## config.mk

```make
export PLATFORM = sky130hd
export DESIGN_NAME = dsp_ext_bus_reset_control
export DESIGN_NICKNAME = d
export VERILOG_FILES = /design/src/ext_bus_pkg.sv /design/src/reset_sync_if.sv /design/src/reset_synchroniser.sv /design/src/dsp_ext_bus_reset_control.sv
export SDC_FILE = /design/constraint.sdc
export NUM_CORES = 1
export LEC_CHECK = 0
export ABC_AREA = 1
export BUFFER_PORTS_ARGS = -buffer_cell sky130_fd_sc_hd__buf_2
export CAP_MARGIN = 20
export CORE_MARGIN = 5
export CORE_UTILIZATION = 48
export CTS_CLUSTER_DIAMETER = 80
export DETAILED_ROUTE_END_ITERATION = 16
export HOLD_SLACK_MARGIN = 0.1
export PLACE_DENSITY = 0.87
export SETUP_SLACK_MARGIN = 0.5
export SYNTH_ARGS = -nofsm -noshare
export SYNTH_HDL_FRONTEND = slang
export SYNTH_SLANG_ARGS = --single-unit
```

## constraint.sdc

```tcl
create_clock -name clk_sys -period 1.65 [get_ports clk_sys]
set_input_delay 0.0825 -clock clk_sys [delete_from_list [all_inputs] [get_ports clk_sys]]
set_output_delay 0.0825 -clock clk_sys [all_outputs]
set_load 0.05 [all_outputs]
```

## src/ext_bus_pkg.sv

```systemverilog
package ext_bus_pkg;
   // Bus widths
   localparam int ADDR_W = 16;
   localparam int DATA_W = 16;
   // Reset pulse must span this many processor cycles
   localparam int RESET_MIN_CYCLES = 5;
   // Clock period and quarter-cycle drive delay in ns
   localparam int CLK_PERIOD_NS = 10;
   localparam int DRIVE_DELAY_NS = 3;
   // Least time rounds up to whole cycles, never below one
   localparam int DRIVE_DELAY_RAW = (DRIVE_DELAY_NS + CLK_PERIOD_NS - 1) / CLK_PERIOD_NS;
   localparam int DRIVE_DELAY_CYC = (DRIVE_DELAY_RAW < 1) ? 1 : DRIVE_DELAY_RAW;
   // Reset values
   localparam logic [15:0] ADDR_RESET = 16'h0000;
   localparam logic [15:0] DATA_RESET = 16'h0000;
   // Access kinds
   typedef enum logic [2:0] {
      ACC_MEM_READ = 3'b000,
      ACC_MEM_WRITE = 3'b001,
      ACC_IO_READ = 3'b010,
      ACC_IO_WRITE = 3'b011,
      ACC_NONE = 3'b100
   } access_t;
   // Bus cycle phases
   typedef enum logic [1:0] {
      PH_IDLE = 2'b00,
      PH_STROBE = 2'b01,
      PH_DRIVE = 2'b10,
      PH_END = 2'b11
   } phase_t;
endpackage

```

## src/reset_sync_if.sv

```systemverilog
`timescale 1ns/1ps
interface reset_sync_if;
   logic reset_raw_n;
   logic reset_sync_n;
   modport sync (input reset_raw_n, output reset_sync_n);
   modport user (output reset_raw_n, input reset_sync_n);
endinterface

```

## src/reset_synchroniser.sv

```systemverilog
`timescale 1ns/1ps
module reset_synchroniser (
   input wire logic clk_sys,
   reset_sync_if.sync rs
);
   logic stage1_reg;
   logic stage2_reg;

   // Two flip-flops bring the pin level into the clock domain
   always_ff @(posedge clk_sys) begin
      stage1_reg <= rs.reset_raw_n;
      stage2_reg <= stage1_reg;
   end

   assign rs.reset_sync_n = stage2_reg;
endmodule

```

## src/dsp_ext_bus_reset_control.sv

```systemverilog
`timescale 1ns/1ps
// What this block does
// During reset all four strobes stay high and data bus floats.
// After reset falls, address outputs and program counter clear to zero.
// Reset must be held low at least five processor cycles.
// After reset rises, execution restarts from address zero after one cycle.
// Reset input passes a two-stage synchroniser; latency varies with edge.
// Never more than one of the four strobes low at once.
// Reset during a write may leave the write address invalid.
// Outside logic ties write strobes straight to memory write inputs.
// Outside data-hold latches must release the bus before next fetch.
// Outside decode delay plus hold must not exceed strobe-to-drive delay.
// Write data drive starts no earlier than a quarter cycle after strobe.
// Strobes are active low and return high at each bus cycle end.
module dsp_ext_bus_reset_control #(
   parameter int ADDR_W = ext_bus_pkg::ADDR_W,
   parameter int DATA_W = ext_bus_pkg::DATA_W
) (
   input wire logic clk_sys,
   input wire logic resetn,
   input wire logic reset_in_n,
   input wire logic req_valid,
   output logic req_ready,
   input wire logic [2:0] req_kind,
   input wire logic [ADDR_W-1:0] req_addr,
   input wire logic [DATA_W-1:0] req_wdata,
   output logic rsp_valid,
   output logic [DATA_W-1:0] rsp_rdata,
   output logic [ADDR_W-1:0] address_outputs,
   output logic [ADDR_W-1:0] program_counter,
   output logic run,
   output logic processor_clock_out,
   output logic mem_read_strobe_n,
   output logic mem_write_strobe_n,
   output logic io_read_strobe_n,
   output logic io_write_strobe_n,
   input wire logic [DATA_W-1:0] data_in,
   output logic [DATA_W-1:0] data_out,
   output logic data_oe_n
);
   reset_sync_if rs_if ();
   logic core_rst_n;
   logic in_reset_reg;
   logic in_reset_next;
   logic run_reg;
   logic run_next;
   ext_bus_pkg::phase_t phase_reg;
   ext_bus_pkg::phase_t phase_next;
   ext_bus_pkg::access_t kind_reg;
   logic [ADDR_W-1:0] addr_reg;
   logic [ADDR_W-1:0] pc_reg;
   logic [DATA_W-1:0] wdata_reg;
   logic [DATA_W-1:0] rdata_reg;
   logic rsp_reg;
   logic clk_div_reg;
   logic [3:0] drive_cnt_reg;
   logic is_write;
   logic is_read;
   logic start_access;
   logic drive_done;
   logic strobe_on;
   logic abort_now;
   logic fetch_take;
   logic capture_read;
   logic [3:0] strobe_n_vec;
   logic [3:0] drive_cnt_next;
   ext_bus_pkg::access_t kind_next;
   logic [ADDR_W-1:0] addr_next;
   logic [ADDR_W-1:0] pc_next;
   logic [DATA_W-1:0] wdata_next;
   logic [DATA_W-1:0] rdata_next;
   logic rsp_next;

   assign rs_if.reset_raw_n = reset_in_n;
   reset_synchroniser u_sync (
      .clk_sys(clk_sys),
      .rs(rs_if.sync)
   );
   assign core_rst_n = rs_if.reset_sync_n;

   // Access decode
   assign is_write = (kind_reg == ext_bus_pkg::ACC_MEM_WRITE) || (kind_reg == ext_bus_pkg::ACC_IO_WRITE);
   assign is_read = (kind_reg == ext_bus_pkg::ACC_MEM_READ) || (kind_reg == ext_bus_pkg::ACC_IO_READ);
   assign start_access = req_valid && req_ready;
   assign req_ready = run_reg && (phase_reg == ext_bus_pkg::PH_IDLE) && core_rst_n;
   assign drive_done = (drive_cnt_reg == 4'(ext_bus_pkg::DRIVE_DELAY_CYC));
   assign strobe_on = !in_reset_reg && (phase_reg == ext_bus_pkg::PH_STROBE || phase_reg == ext_bus_pkg::PH_DRIVE);
   // A synchronised reset cuts any bus cycle short at the next edge
   assign abort_now = in_reset_reg || !core_rst_n;

   // Strobes: one decoded kind at a time, high in reset and at cycle end; kind codes 0 to 3 follow port order
   for (genvar i = 0; i < 4; i++) begin : g_strobe
      assign strobe_n_vec[i] = !(strobe_on && kind_reg == ext_bus_pkg::access_t'(3'(i))); // see R1 see R6
   end
   assign mem_read_strobe_n = strobe_n_vec[0];
   assign mem_write_strobe_n = strobe_n_vec[1];
   assign io_read_strobe_n = strobe_n_vec[2];
   assign io_write_strobe_n = strobe_n_vec[3];

   // Data bus drives only in the late write phase, never in reset
   assign data_oe_n = !(!in_reset_reg && is_write && phase_reg == ext_bus_pkg::PH_DRIVE); // see R1
   assign data_out = wdata_reg;
   assign address_outputs = addr_reg;
   assign program_counter = pc_reg;
   assign run = run_reg;
   assign processor_clock_out = clk_div_reg;
   assign rsp_valid = rsp_reg;
   assign rsp_rdata = rdata_reg;

   // Reset state and restart one full cycle after release
   assign in_reset_next = !core_rst_n;
   assign run_next = core_rst_n && !in_reset_reg;

   // Bus cycle sequencing
   always_comb begin
      phase_next = phase_reg;
      unique case (phase_reg)
         ext_bus_pkg::PH_IDLE: begin
            if (start_access) begin
               phase_next = ext_bus_pkg::PH_STROBE;
            end
         end
         ext_bus_pkg::PH_STROBE: begin
            if (drive_done) begin
               phase_next = ext_bus_pkg::PH_DRIVE;
            end
         end
         ext_bus_pkg::PH_DRIVE: begin
            phase_next = ext_bus_pkg::PH_END;
         end
         ext_bus_pkg::PH_END: begin
            phase_next = ext_bus_pkg::PH_IDLE;
         end
      endcase
   end

   // Next values of the access registers; an aborted cycle gives no finish pulse
   assign kind_next = abort_now ? ext_bus_pkg::ACC_NONE :
      start_access ? ext_bus_pkg::access_t'(req_kind) :
      (phase_reg == ext_bus_pkg::PH_END) ? ext_bus_pkg::ACC_NONE : kind_reg;
   assign drive_cnt_next = (abort_now || phase_reg != ext_bus_pkg::PH_STROBE) ? 4'h0 : drive_cnt_reg + 4'h1;
   assign fetch_take = start_access && (ext_bus_pkg::access_t'(req_kind) == ext_bus_pkg::ACC_MEM_READ);
   assign addr_next = in_reset_reg ? ADDR_W'(ext_bus_pkg::ADDR_RESET) :
      start_access ? req_addr : addr_reg;
   assign pc_next = in_reset_reg ? ADDR_W'(ext_bus_pkg::ADDR_RESET) : // see R2
      fetch_take ? pc_reg + ADDR_W'(1) : pc_reg;
   assign wdata_next = start_access ? req_wdata : wdata_reg;
   assign capture_read = !abort_now && is_read && (phase_reg == ext_bus_pkg::PH_DRIVE);
   assign rdata_next = capture_read ? data_in : rdata_reg;
   assign rsp_next = !abort_now && (phase_reg == ext_bus_pkg::PH_DRIVE);

   // In-reset flag follows the synchronised pin one edge later
   always_ff @(posedge clk_sys) begin
      if (!resetn) begin
         in_reset_reg <= 1'b1;
      end else begin
         in_reset_reg <= in_reset_next;
      end
   end

   // Execution flag, raised one full cycle after the in-reset flag drops
   always_ff @(posedge clk_sys) begin
      if (!resetn) begin
         run_reg <= 1'b0;
      end else begin
         run_reg <= run_next;
      end
   end

   // Processor clock out at half the system clock
   always_ff @(posedge clk_sys) begin
      if (!resetn) begin
         clk_div_reg <= 1'b0;
      end else begin
         clk_div_reg <= !clk_div_reg;
      end
   end

   // Bus cycle phase; a synchronised reset returns it to idle
   always_ff @(posedge clk_sys) begin
      if (!resetn) begin
         phase_reg <= ext_bus_pkg::PH_IDLE;
      end else begin
         phase_reg <= abort_now ? ext_bus_pkg::PH_IDLE : phase_next;
      end
   end

   // Kind of the access in progress
   always_ff @(posedge clk_sys) begin
      if (!resetn) begin
         kind_reg <= ext_bus_pkg::ACC_NONE;
      end else begin
         kind_reg <= kind_next;
      end
   end

   // Counts strobe cycles before the write data may drive
   always_ff @(posedge clk_sys) begin
      if (!resetn) begin
         drive_cnt_reg <= 4'h0;
      end else begin
         drive_cnt_reg <= drive_cnt_next;
      end
   end

   // Address outputs
   always_ff @(posedge clk_sys) begin
      if (!resetn) begin
         addr_reg <= ADDR_W'(ext_bus_pkg::ADDR_RESET);
      end else begin
         addr_reg <= addr_next;
      end
   end

   // Program counter, one step per accepted memory read
   always_ff @(posedge clk_sys) begin
      if (!resetn) begin
         pc_reg <= ADDR_W'(ext_bus_pkg::ADDR_RESET);
      end else begin
         pc_reg <= pc_next; // see R2
      end
   end

   // Write data held for the drive phase
   always_ff @(posedge clk_sys) begin
      if (!resetn) begin
         wdata_reg <= DATA_W'(ext_bus_pkg::DATA_RESET);
      end else begin
         wdata_reg <= wdata_next;
      end
   end

   // Read data taken in the last strobe cycle
   always_ff @(posedge clk_sys) begin
      if (!resetn) begin
         rdata_reg <= DATA_W'(ext_bus_pkg::DATA_RESET);
      end else begin
         rdata_reg <= rdata_next;
      end
   end

   // One-cycle finish pulse
   always_ff @(posedge clk_sys) begin
      if (!resetn) begin
         rsp_reg <= 1'b0;
      end else begin
         rsp_reg <= rsp_next;
      end
   end
endmodule

```

# Word-level counts from Yosys, hierarchy flattened

Index checks and enable logic that the tools add are counted.

Add/sub/neg operators: 2
Equality and inequality tests: 10
Muxes and demuxes: 5
Bitwise logic cells: 1
Reduce and logical (&&, ||, !) cells: 37

Operators with widths:

| kind                  | number |
|---|---|
| $add 16x1->16 const B | 1 |
| $logic_and 1x1->1     | 15 |
| $logic_not 1->1       | 9 |
| $pmux 2 s4            | 1 |
| $eq 3x2->1 const B    | 2 |
| $logic_not 3->1       | 2 |
| $mux 3                | 2 |
| $reduce_or 2->1       | 3 |
| $logic_or 1x1->1      | 5 |
| $add 4x1->4 const B   | 1 |
| $eq 2x2->1 const B    | 2 |
| $eq 4x1->1 const B    | 1 |
| $mux 2                | 2 |
| $ne 2x2->1 const B    | 2 |
| $eq 3x1->1 const B    | 1 |
| $eq 2x1->1 const B    | 1 |
| $logic_not 2->1       | 1 |
| $ne 2x1->1 const B    | 1 |
| $reduce_and 2->1      | 1 |
| $reduce_bool 2->1     | 1 |
| $not 1->1             | 1 |

Register bits after elaboration: 79
Output and inout bits: 73

# Logic depth before layout (Yosys ltp)

Gate-level depths: netlist of the first run.

Depth after elaboration: 6
Mapped depth: 9
Mapped depth without buffers: 9

# Modules after synthesis

Synthesis of the first run repeated with hierarchy kept, for this count alone.

Cell total of the unflattened synthesis: 423
Area, all modules: 3174.3 µm²

By module, submodules not included:

| module                    | times used | cells an instance | area an instance (µm²) | sequential area each (µm²) |
|---|---|---|---|---|
| dsp_ext_bus_reset_control | 1          | 421               | 3134.3                 | 1541.5 |
| reset_synchroniser        | 1          | 2                 | 40.0                   | 40.0 |

# Worst setup path after synthesis of the first run

OpenSTA, ideal clock, no wires.

Path type: reg-to-reg
Start: reg pc_reg[1] (netlist: program_counter[1])
End: reg pc_reg[10] (netlist: program_counter[10])
Arrival: 1.626 ns
Data required time: 1.535 ns
Setup slack: -0.091 ns
Cell stages (with the launch flop): 9
Path buffers: 0
Cells stage by stage: dfxtp_1 ha_1 nand3_1 nor2_2 nand2_1 nor2_2 nand2_1 nand2_1 nor2_1

Cells in the longest elaborated chain, start to end: 1

RTL lines:

| what                   | line                             | text |
|---|---|---|
| start, declared        | dsp_ext_bus_reset_control.sv:51  | `logic [ADDR_W-1:0] pc_reg;` |
| start signal, assigned | dsp_ext_bus_reset_control.sv:218 | `pc_reg <= ADDR_W'(ext_bus_pkg::ADDR_RESET);` |
| start signal, assigned | dsp_ext_bus_reset_control.sv:220 | `pc_reg <= pc_next;` |
| $add 16x1->16          | dsp_ext_bus_reset_control.sv:146 | `fetch_take ? pc_reg + ADDR_W'(1) : pc_reg;` |

No other way between the ends.
A chain may end at the register's enable or synchronous reset.

# Final worst setup path of the first run

Start: in resetn
End: reg pc_reg[7] (netlist: program_counter[7])

Cells in the longest elaborated chain, start to end: 2

RTL lines:

| what                             | line                            | text |
|---|---|---|
| start, declared                  | dsp_ext_bus_reset_control.sv:20 | `input wire logic resetn,` |
| $not 1->1 (no source line)       | n/a                             |  |
| $reduce_or 2->1 (no source line) | n/a                             |  |

No other way between the ends.

==> results of run 1 <==
[logic make-up after synthesis]
family          Yosys count  share of synthesized area
buf+inv                  42                    0.06857
fa+ha+maj                 7                    0.02743
simple gates            225                     0.2986
compound gates           64                     0.1019
xor+xnor                  3                   0.008230
flops                    79                     0.4953
[cell usage after synthesis, drive strengths merged]
master,count
a21oi,24
and2,1
buf,11
clkbuf,5
clkinv,1
dfxtp,79
ha,7
inv,25
nand2,78
nand3,17
nand4,2
nor2,123
nor3,2
nor3b,1
o21ai,39
o22ai,1
or2,1
xnor2,2
xor2,1
[placed cells by master (no fill, tap or decap), types with 9 or more instances in the layout]
cell           count
o21ai_2           14
inv_1             17
a21oi_2           17
nor2_2            14
clkbuf_4          11
nand2_1           53
buf_6             12
dfxtp_1           58
nor2_4            38
nor2_1            70
buf_12            10
nand3_2            9
buf_4             14
buf_2            109
clkbuf_8          11
dfxtp_4           15
dlygate4sd3_1     53
nand2_4           10
nand2_2           15
o21ai_0           11
[what timing repair did]
action	in CTS	in global routing
cloned	12	1
buffers inserted	17	11
hold endpoints to repair	55	0
endpoints found under the setup margin	80	88
resized for setup	134	101
hold buffers	53	0
pin swaps	22	11
[power groups by stage]
stage               clock network [mW]  logic, mW  registers (mW)
detailed placement                   0      0.186            1.95
global placement                     0      0.182            1.95
finish                            1.69      0.425            1.91
global route                      1.76      0.435            1.91
CTS                               1.59      0.339            1.91
floorplan                            0     0.0693            1.98
[through the flow]
stage / cells / worst slack [ns]
5_1_grt: 724 / -0.06406
4_1_cts: 712 / 0.01782
2_1_floorplan: 420 / 0.3382
6_report: 724 / -0.06178
3_5_place_dp: 614 / 0.1801
3_3_place_gp: 614 / 0.2703
[final cells by class]
cell class,count,area (µm²)
timing repair inverter,1,8.758
inverter,26,145.1
sequential,79,1645
timing repair buffer,223,1919
tap,77,96.34
clock buffer,12,176.4
multi-input combinational,302,2202
fill,103,180.2
clock inverter,4,48.80
[critical path, cell delays in order]
cell	delay (ns)
buf_2	0.11
dlygate4sd3_1	0.67
inv_1	0.12
nor2_1	0.38
buf_4	0.33
nand2_1	0.13
nor2_1	0.16
[metal layers]
metal  GRT usage  part of all wire  up-vias
met1      0.3584              0.31     2135
met3     0.05950              0.11      223
met4      0.2035              0.11        0
li1            -                 -     1781
met2      0.6001              0.47      552
met5           0                 0        -
[worst paths after layout]
check,start,end,slack (ns)
hold reg to reg,u_sync.stage1_reg,u_sync.rs.reset_sync_n,0.34
setup / recovery,resetn,program_counter[7],-0.06
hold / removal,resetn,data_out[14],0.33
setup reg to reg,phase_reg[1],program_counter[15],0
==> run_results.csv, run 1 <==
group,metric,value,unit
clocking,cts_made_buffers,9,
floorplan,start_util,0.4972,
route,remaining_drc_errors,0,
route,firstDrtPassIters,6,
timing,setup_tns,-0.2581,ns
power,clkPwrFrac,0.420,
timing,worstMarginPinSlew,0.5755,ns
timing,setup_viol,9,
route,drt-total-wl,19760,µm
clocking,cts_num_sinks,79,
clocking,clkLatencyLatePin,0.37,ns
yosys,ys_ff_latch,79,
critical_path,cp_data_required_time,1.93,ns
critical_path,reg2reg_depth,10,
yosys,synthTopCellsByArea,"dfxtp_1 (50%), nor2_1 (13%), nand2_1 (9.1%)",
power,total_power,4.023,mW
power,combPwrFrac,0.106,
clocking,clock-root-buffer,"clkbuf_8",
placed_design,dp_hpwl,6399,µm
floorplan,fp.coreArea,6422,µm²
yosys,syn_inst,420,
yosys,yosysTopAreaCell,"dfxtp_1",
floorplan,io_pins,128,
floorplan,dieHeight,91.56,µm
timing,fmax,584.2,MHz
timing,fin_ws,-0.06178,ns
timing,finalHoldViolations,0,
worst_hold_path,hold_class,"in2reg",
route,ant_nets,0,
global_route,antenna_found_initial,0,
placed_design,port_buffers,127,
power,swShare,0.2622,
yosys,avgSynthCellArea,7.603,µm²
power,power.switching,1.055,mW
clocking,cts_tree,"yes",
timing,max_slew_margin,0.6134,
floorplan,floorplan.die_area,8383,µm²
critical_path,crit_arrival,1.99,ns
floorplan,rows,29,
cells_and_area,fin_area,6242,µm²
route,route.detailed.wl_per_inst,27.29,µm
timing,finalClockSkew,0.01145,ns
route,vias,4691,
timing,drv_slew,0,
cells_and_area,drive_gt1_frac,0.5549,
route,dr.first_iter.drc_count,524,
global_route,grtUsageTotal,0.3328,
critical_path,worstSetupStartpointType,"input port",
global_route,first_global_vias,4203,
run_status,violations,"setup timing",
cells_and_area,syn_to_final_growth,95.49,%
yosys,synth.distinct_cells,30,
cells_and_area,num_antenna_cells,0,
timing,rsz0062_at_grt,"yes",
route,via_per_inst,6.479,
run_status,status,"complete, but fails checks",
timing,holdWs,0.3288,ns
placed_design,place_congestion,0.7856,
clocking,cts_max_path_buffers,2,
yosys,yosysWarnings,0,
global_route,grt_max_degree,32,
critical_path,endpoint_kind,"flip-flop",
cells_and_area,postLayoutCoreUtil,0.9719,
floorplan,die_w,91.56,µm
timing,period_needed,1.712,ns
critical_path,crit_fanout,14,
clocking,cts.clk_slew.worst_paths,0.09,ns
yosys,synthesis.nets,482,
placed_design,place_area,4106,µm²
yosys,ys_seq_area_frac,0.4953,
power,power_leakage,2.597,nW
timing,timing.final.crit_share,1.037,
worst_hold_path,hold_depth,4,
job,maxCapViolations,0,
power,power_density,644.5,nW/µm²
cells_and_area,nets,704,
power,ir_drop,0.0009568,V
yosys,netlist.area_leader.share,0.4953,
global_route,overflow,0,
power,seq_power_share,0.475,
global_route,grt_pass1_wl,21970,µm
yosys,netlist_area,3193,µm²
critical_path,path_class,"in2reg",
clocking,h-tree-depth,3,
power,p_int,2.968,mW
(Power assumes the default switching activity.)
==> inputs of run 2 (changes only) <==
SYNTH_HIERARCHICAL = 1   (was not set)
==> run 2 against run 1 <==
Worst hold slack lost 0.044 ns. Critical path type is now reg2out. The flow still finishes with violations (setup timing). Critical path depth fell by 1. Combinational power down 10%. Register-to-register slack improved by 0.04 ns. Maximum frequency grew 0.54%. Design area decreased by 4.2%. Largest power group unchanged.
==> run_results.csv, run 2 <==
group,metric,value,unit
route,route.detailed.wl_per_inst,21.63,µm
critical_path,worstSetupStartpointType,"flip-flop",
yosys,synth_common_cells,"nor2_1 (113), dfxtp_1 (79), nand2_1 (77), o21ai_0 (37), inv_1 (27)",
route,via_per_inst,5.874,
route,ant_nets,0,
clocking,clock-root-buffer,"clkbuf_8",
cells_and_area,fin_area,5981,µm²
power,power_density,645.2,nW/µm²
critical_path,crit_slowest_cell,"dfxtp_4",
power,power_leakage,2.517,nW
global_route,grt_pass1_wl,18600,µm
global_route,first_global_vias,3776,
floorplan,floorplan.die_area,8339,µm²
yosys,synth_compound_area_frac,0.1068,
timing,max_slew_margin,0.5216,
yosys,yosysMostFrequentCell,"nor2_1",
global_route,antenna_found_initial,0,
yosys,avgSynthCellArea,7.504,µm²
timing,fin_ws,-0.05258,ns
power,p_int,2.889,mW
placed_design,port_buffers,127,
route,met1Wirelength,5166,µm
yosys,ys_ff_latch,79,
run_status,violations,"setup timing",
placed_design,place_area,4073,µm²
yosys,netlist_area,3174,µm²
power,ir_drop,0.0006142,V
yosys,yosys.area_share.simple,0.3055,
timing,setup_viol,4,
power,combPwrFrac,0.099,
yosys,ys_seq_area_frac,0.4982,
yosys,synthMuxAreaShare,0,
yosys,yosysWarnings,6,
timing,period_needed,1.703,ns
power,power.switching,0.9700,mW
route,remaining_drc_errors,0,
floorplan,die_w,91.32,µm
timing,worstMarginPinSlew,0.7168,ns
route,dr.first_iter.drc_count,393,
critical_path,crit_arrival,1.62,ns
timing,rsz0062_at_grt,"yes",
timing,drv_slew,0,
route,routed-wl-met3,1290,µm
cells_and_area,mostFrequentLayoutCells,"buf_2 (120), nor2_1 (73), dfxtp_1 (60)",
cells_and_area,drive_gt1_frac,0.5240,
yosys,netlist.area_leader.share,0.4982,
run_status,status,"complete, but fails checks",
yosys,synth.distinct_cells,27,
timing,finalHoldViolations,0,
floorplan,start_util,0.4971,
clocking,clkLatencyLatePin,0.37,ns
timing,finalClockSkew,0.01496,ns
critical_path,crit_fanout,4,
floorplan,rows,29,
yosys,synth_top_family_by_area,"simple AND/OR/NAND/NOR gates",
clocking,cts_num_sinks,79,
route,drt-total-wl,15640,µm
floorplan,dieHeight,91.32,µm
global_route,overflow,0,
clocking,cts_made_buffers,9,
global_route,grt_max_degree,33,
power,seq_power_share,0.496,
power,clkPwrFrac,0.405,
power,swShare,0.2514,
yosys,yosysTopAreaCell,"dfxtp_1",
yosys,synthFlopType,"dfxtp_1",
yosys,ys_async_sr_fraction,0,
clocking,cts_max_path_buffers,2,
route,wl_met2,7969,µm
worst_hold_path,hold_class,"in2reg",
critical_path,crit_buf_inv,3,
placed_design,place_ws,0.1012,ns
critical_path,slowest_delay,0.38,ns
cells_and_area,syn_to_final_growth,88.41,%
placed_design,dp_hpwl,6086,µm
critical_path,path_cells,"inv_4 > ha_4 > inv_4 > nor2_4 > nand3_4 > buf_8",
critical_path,critPathMostFrequentCell,"inv_4",
critical_path,endpoint_kind,"output pin",
route,routed.top_layer,"met4",
job,maxCapViolations,0,
critical_path,path_class,"reg2out",
clocking,h-tree-depth,3,
yosys,syn_inst,423,
cells_and_area,nets,702,
yosys,synthTopCellsByArea,"dfxtp_1 (50%), nor2_1 (13%), nand2_1 (9.1%)",
floorplan,io_pins,128,
timing,fmax,587.3,MHz
placed_design,place_congestion,0.8075,
cells_and_area,layout_commonest_cell,"buf_2",
route,vias,4247,
critical_path,cp_data_required_time,1.57,ns
yosys,synthesis.nets,485,
yosys,synth-xor-area-share,0.002759,
critical_path,path_delay_family,"flip-flops",
yosys,synth_edf_count,0,
clocking,cts.clk_slew.worst_paths,0.09,ns
route,firstDrtPassIters,5,
yosys,synth_fa_ha_area_frac,0.02759,
clocking,cts_tree,"yes",
global_route,grtUsageTotal,0.2752,
floorplan,fp.coreArea,6386,µm²
timing,timing.final.crit_share,1.032,
run 2: cell count changes after synthesis, sizes merged, moves of 2 or more:
cell	change
clkbuf	-2
inv	+3
nand3	+2
nor3	-2
run 2: worst paths after layout:
kind | cells past startpoint | slack, ns | endpoint | start
setup / recovery | 6 | -0.05 | mem_read_strobe_n | phase_reg[1]
hold / removal | 4 | 0.28 | rsp_rdata[14] | resetn
setup reg to reg | 10 | 0.04 | program_counter[13] | phase_reg[1]
hold reg to reg | 0 | 0.35 | u_sync/rs.reset_sync_n | u_sync/stage1_reg
run 2: layout make-up:
class	count	area (µm²)
sequential	79	1640
inverter	28	127.6
clock inverter	1	7.507
antenna	1	2.502
tap	77	96.34
clock buffer	15	207.7
timing repair buffer	217	1720
fill	193	405.4
timing repair inverter	1	8.758
multi-input combinational	304	2170
run 2: power by group through the flow:
stage	Combinational, mW	Clock (mW)	Sequential, mW
after floorplan	0.0656	0	1.98
after global placement	0.177	0	1.95
after detailed placement	0.180	0	1.95
after CTS	0.302	1.51	1.91
after global routing	0.404	1.62	1.91
final	0.382	1.56	1.91
run 2: what timing repair did:
action                                  CTS  global route
setup buffers                            17             8
endpoints found under the setup margin   76            80
endpoints found under the hold margin    55             0
cloned                                    7             3
pin swaps                                23            47
hold buffers                             53             0
resized for setup                        74           151
run 2: through the flow:
stage | TNS (ns) | power, mW | util | hold slack [ns] | instances
floorplan | 0 | 2.046 | - | 0.1102 | 423
global placement | 0 | 2.130 | 0.6377 | 0.1874 | 618
detailed placement | 0 | 2.133 | 0.6377 | 0.1902 | 618
CTS | 0 | 3.725 | 0.8386 | 0.2355 | 711
global route | -0.3503 | 3.941 | 0.9361 | 0.2894 | 722
finish | -0.1824 | 3.859 | 0.9365 | 0.2849 | 723
run 2: tightest hold or removal path, delay by kind of cell:
kind                   cells  cell delay (ns)
AOI/OAI and AO/OA          1             0.10
buffers and inverters      2             0.37
and+or+nand+nor            1             0.04
run 2: kinds of logic (layout without fill, tap and decap cells):
| kind of cell | Yosys count | after routing |
|---|---|---|
| compound gates | 66 | 66 |
| xor+xnor | 1 | 1 |
| fa+ha+maj | 7 | 7 |
| buf+inv | 43 | 262 |
| flops | 79 | 79 |
| other cells | 0 | 1 |
| simple gates | 227 | 230 |
run 2: metal layers:
layer  up-vias  track usage
li1       1792            -
met1      1967       0.2981
met2       373       0.4922
met3       115      0.05537
met4         0       0.1614
met5         -            0
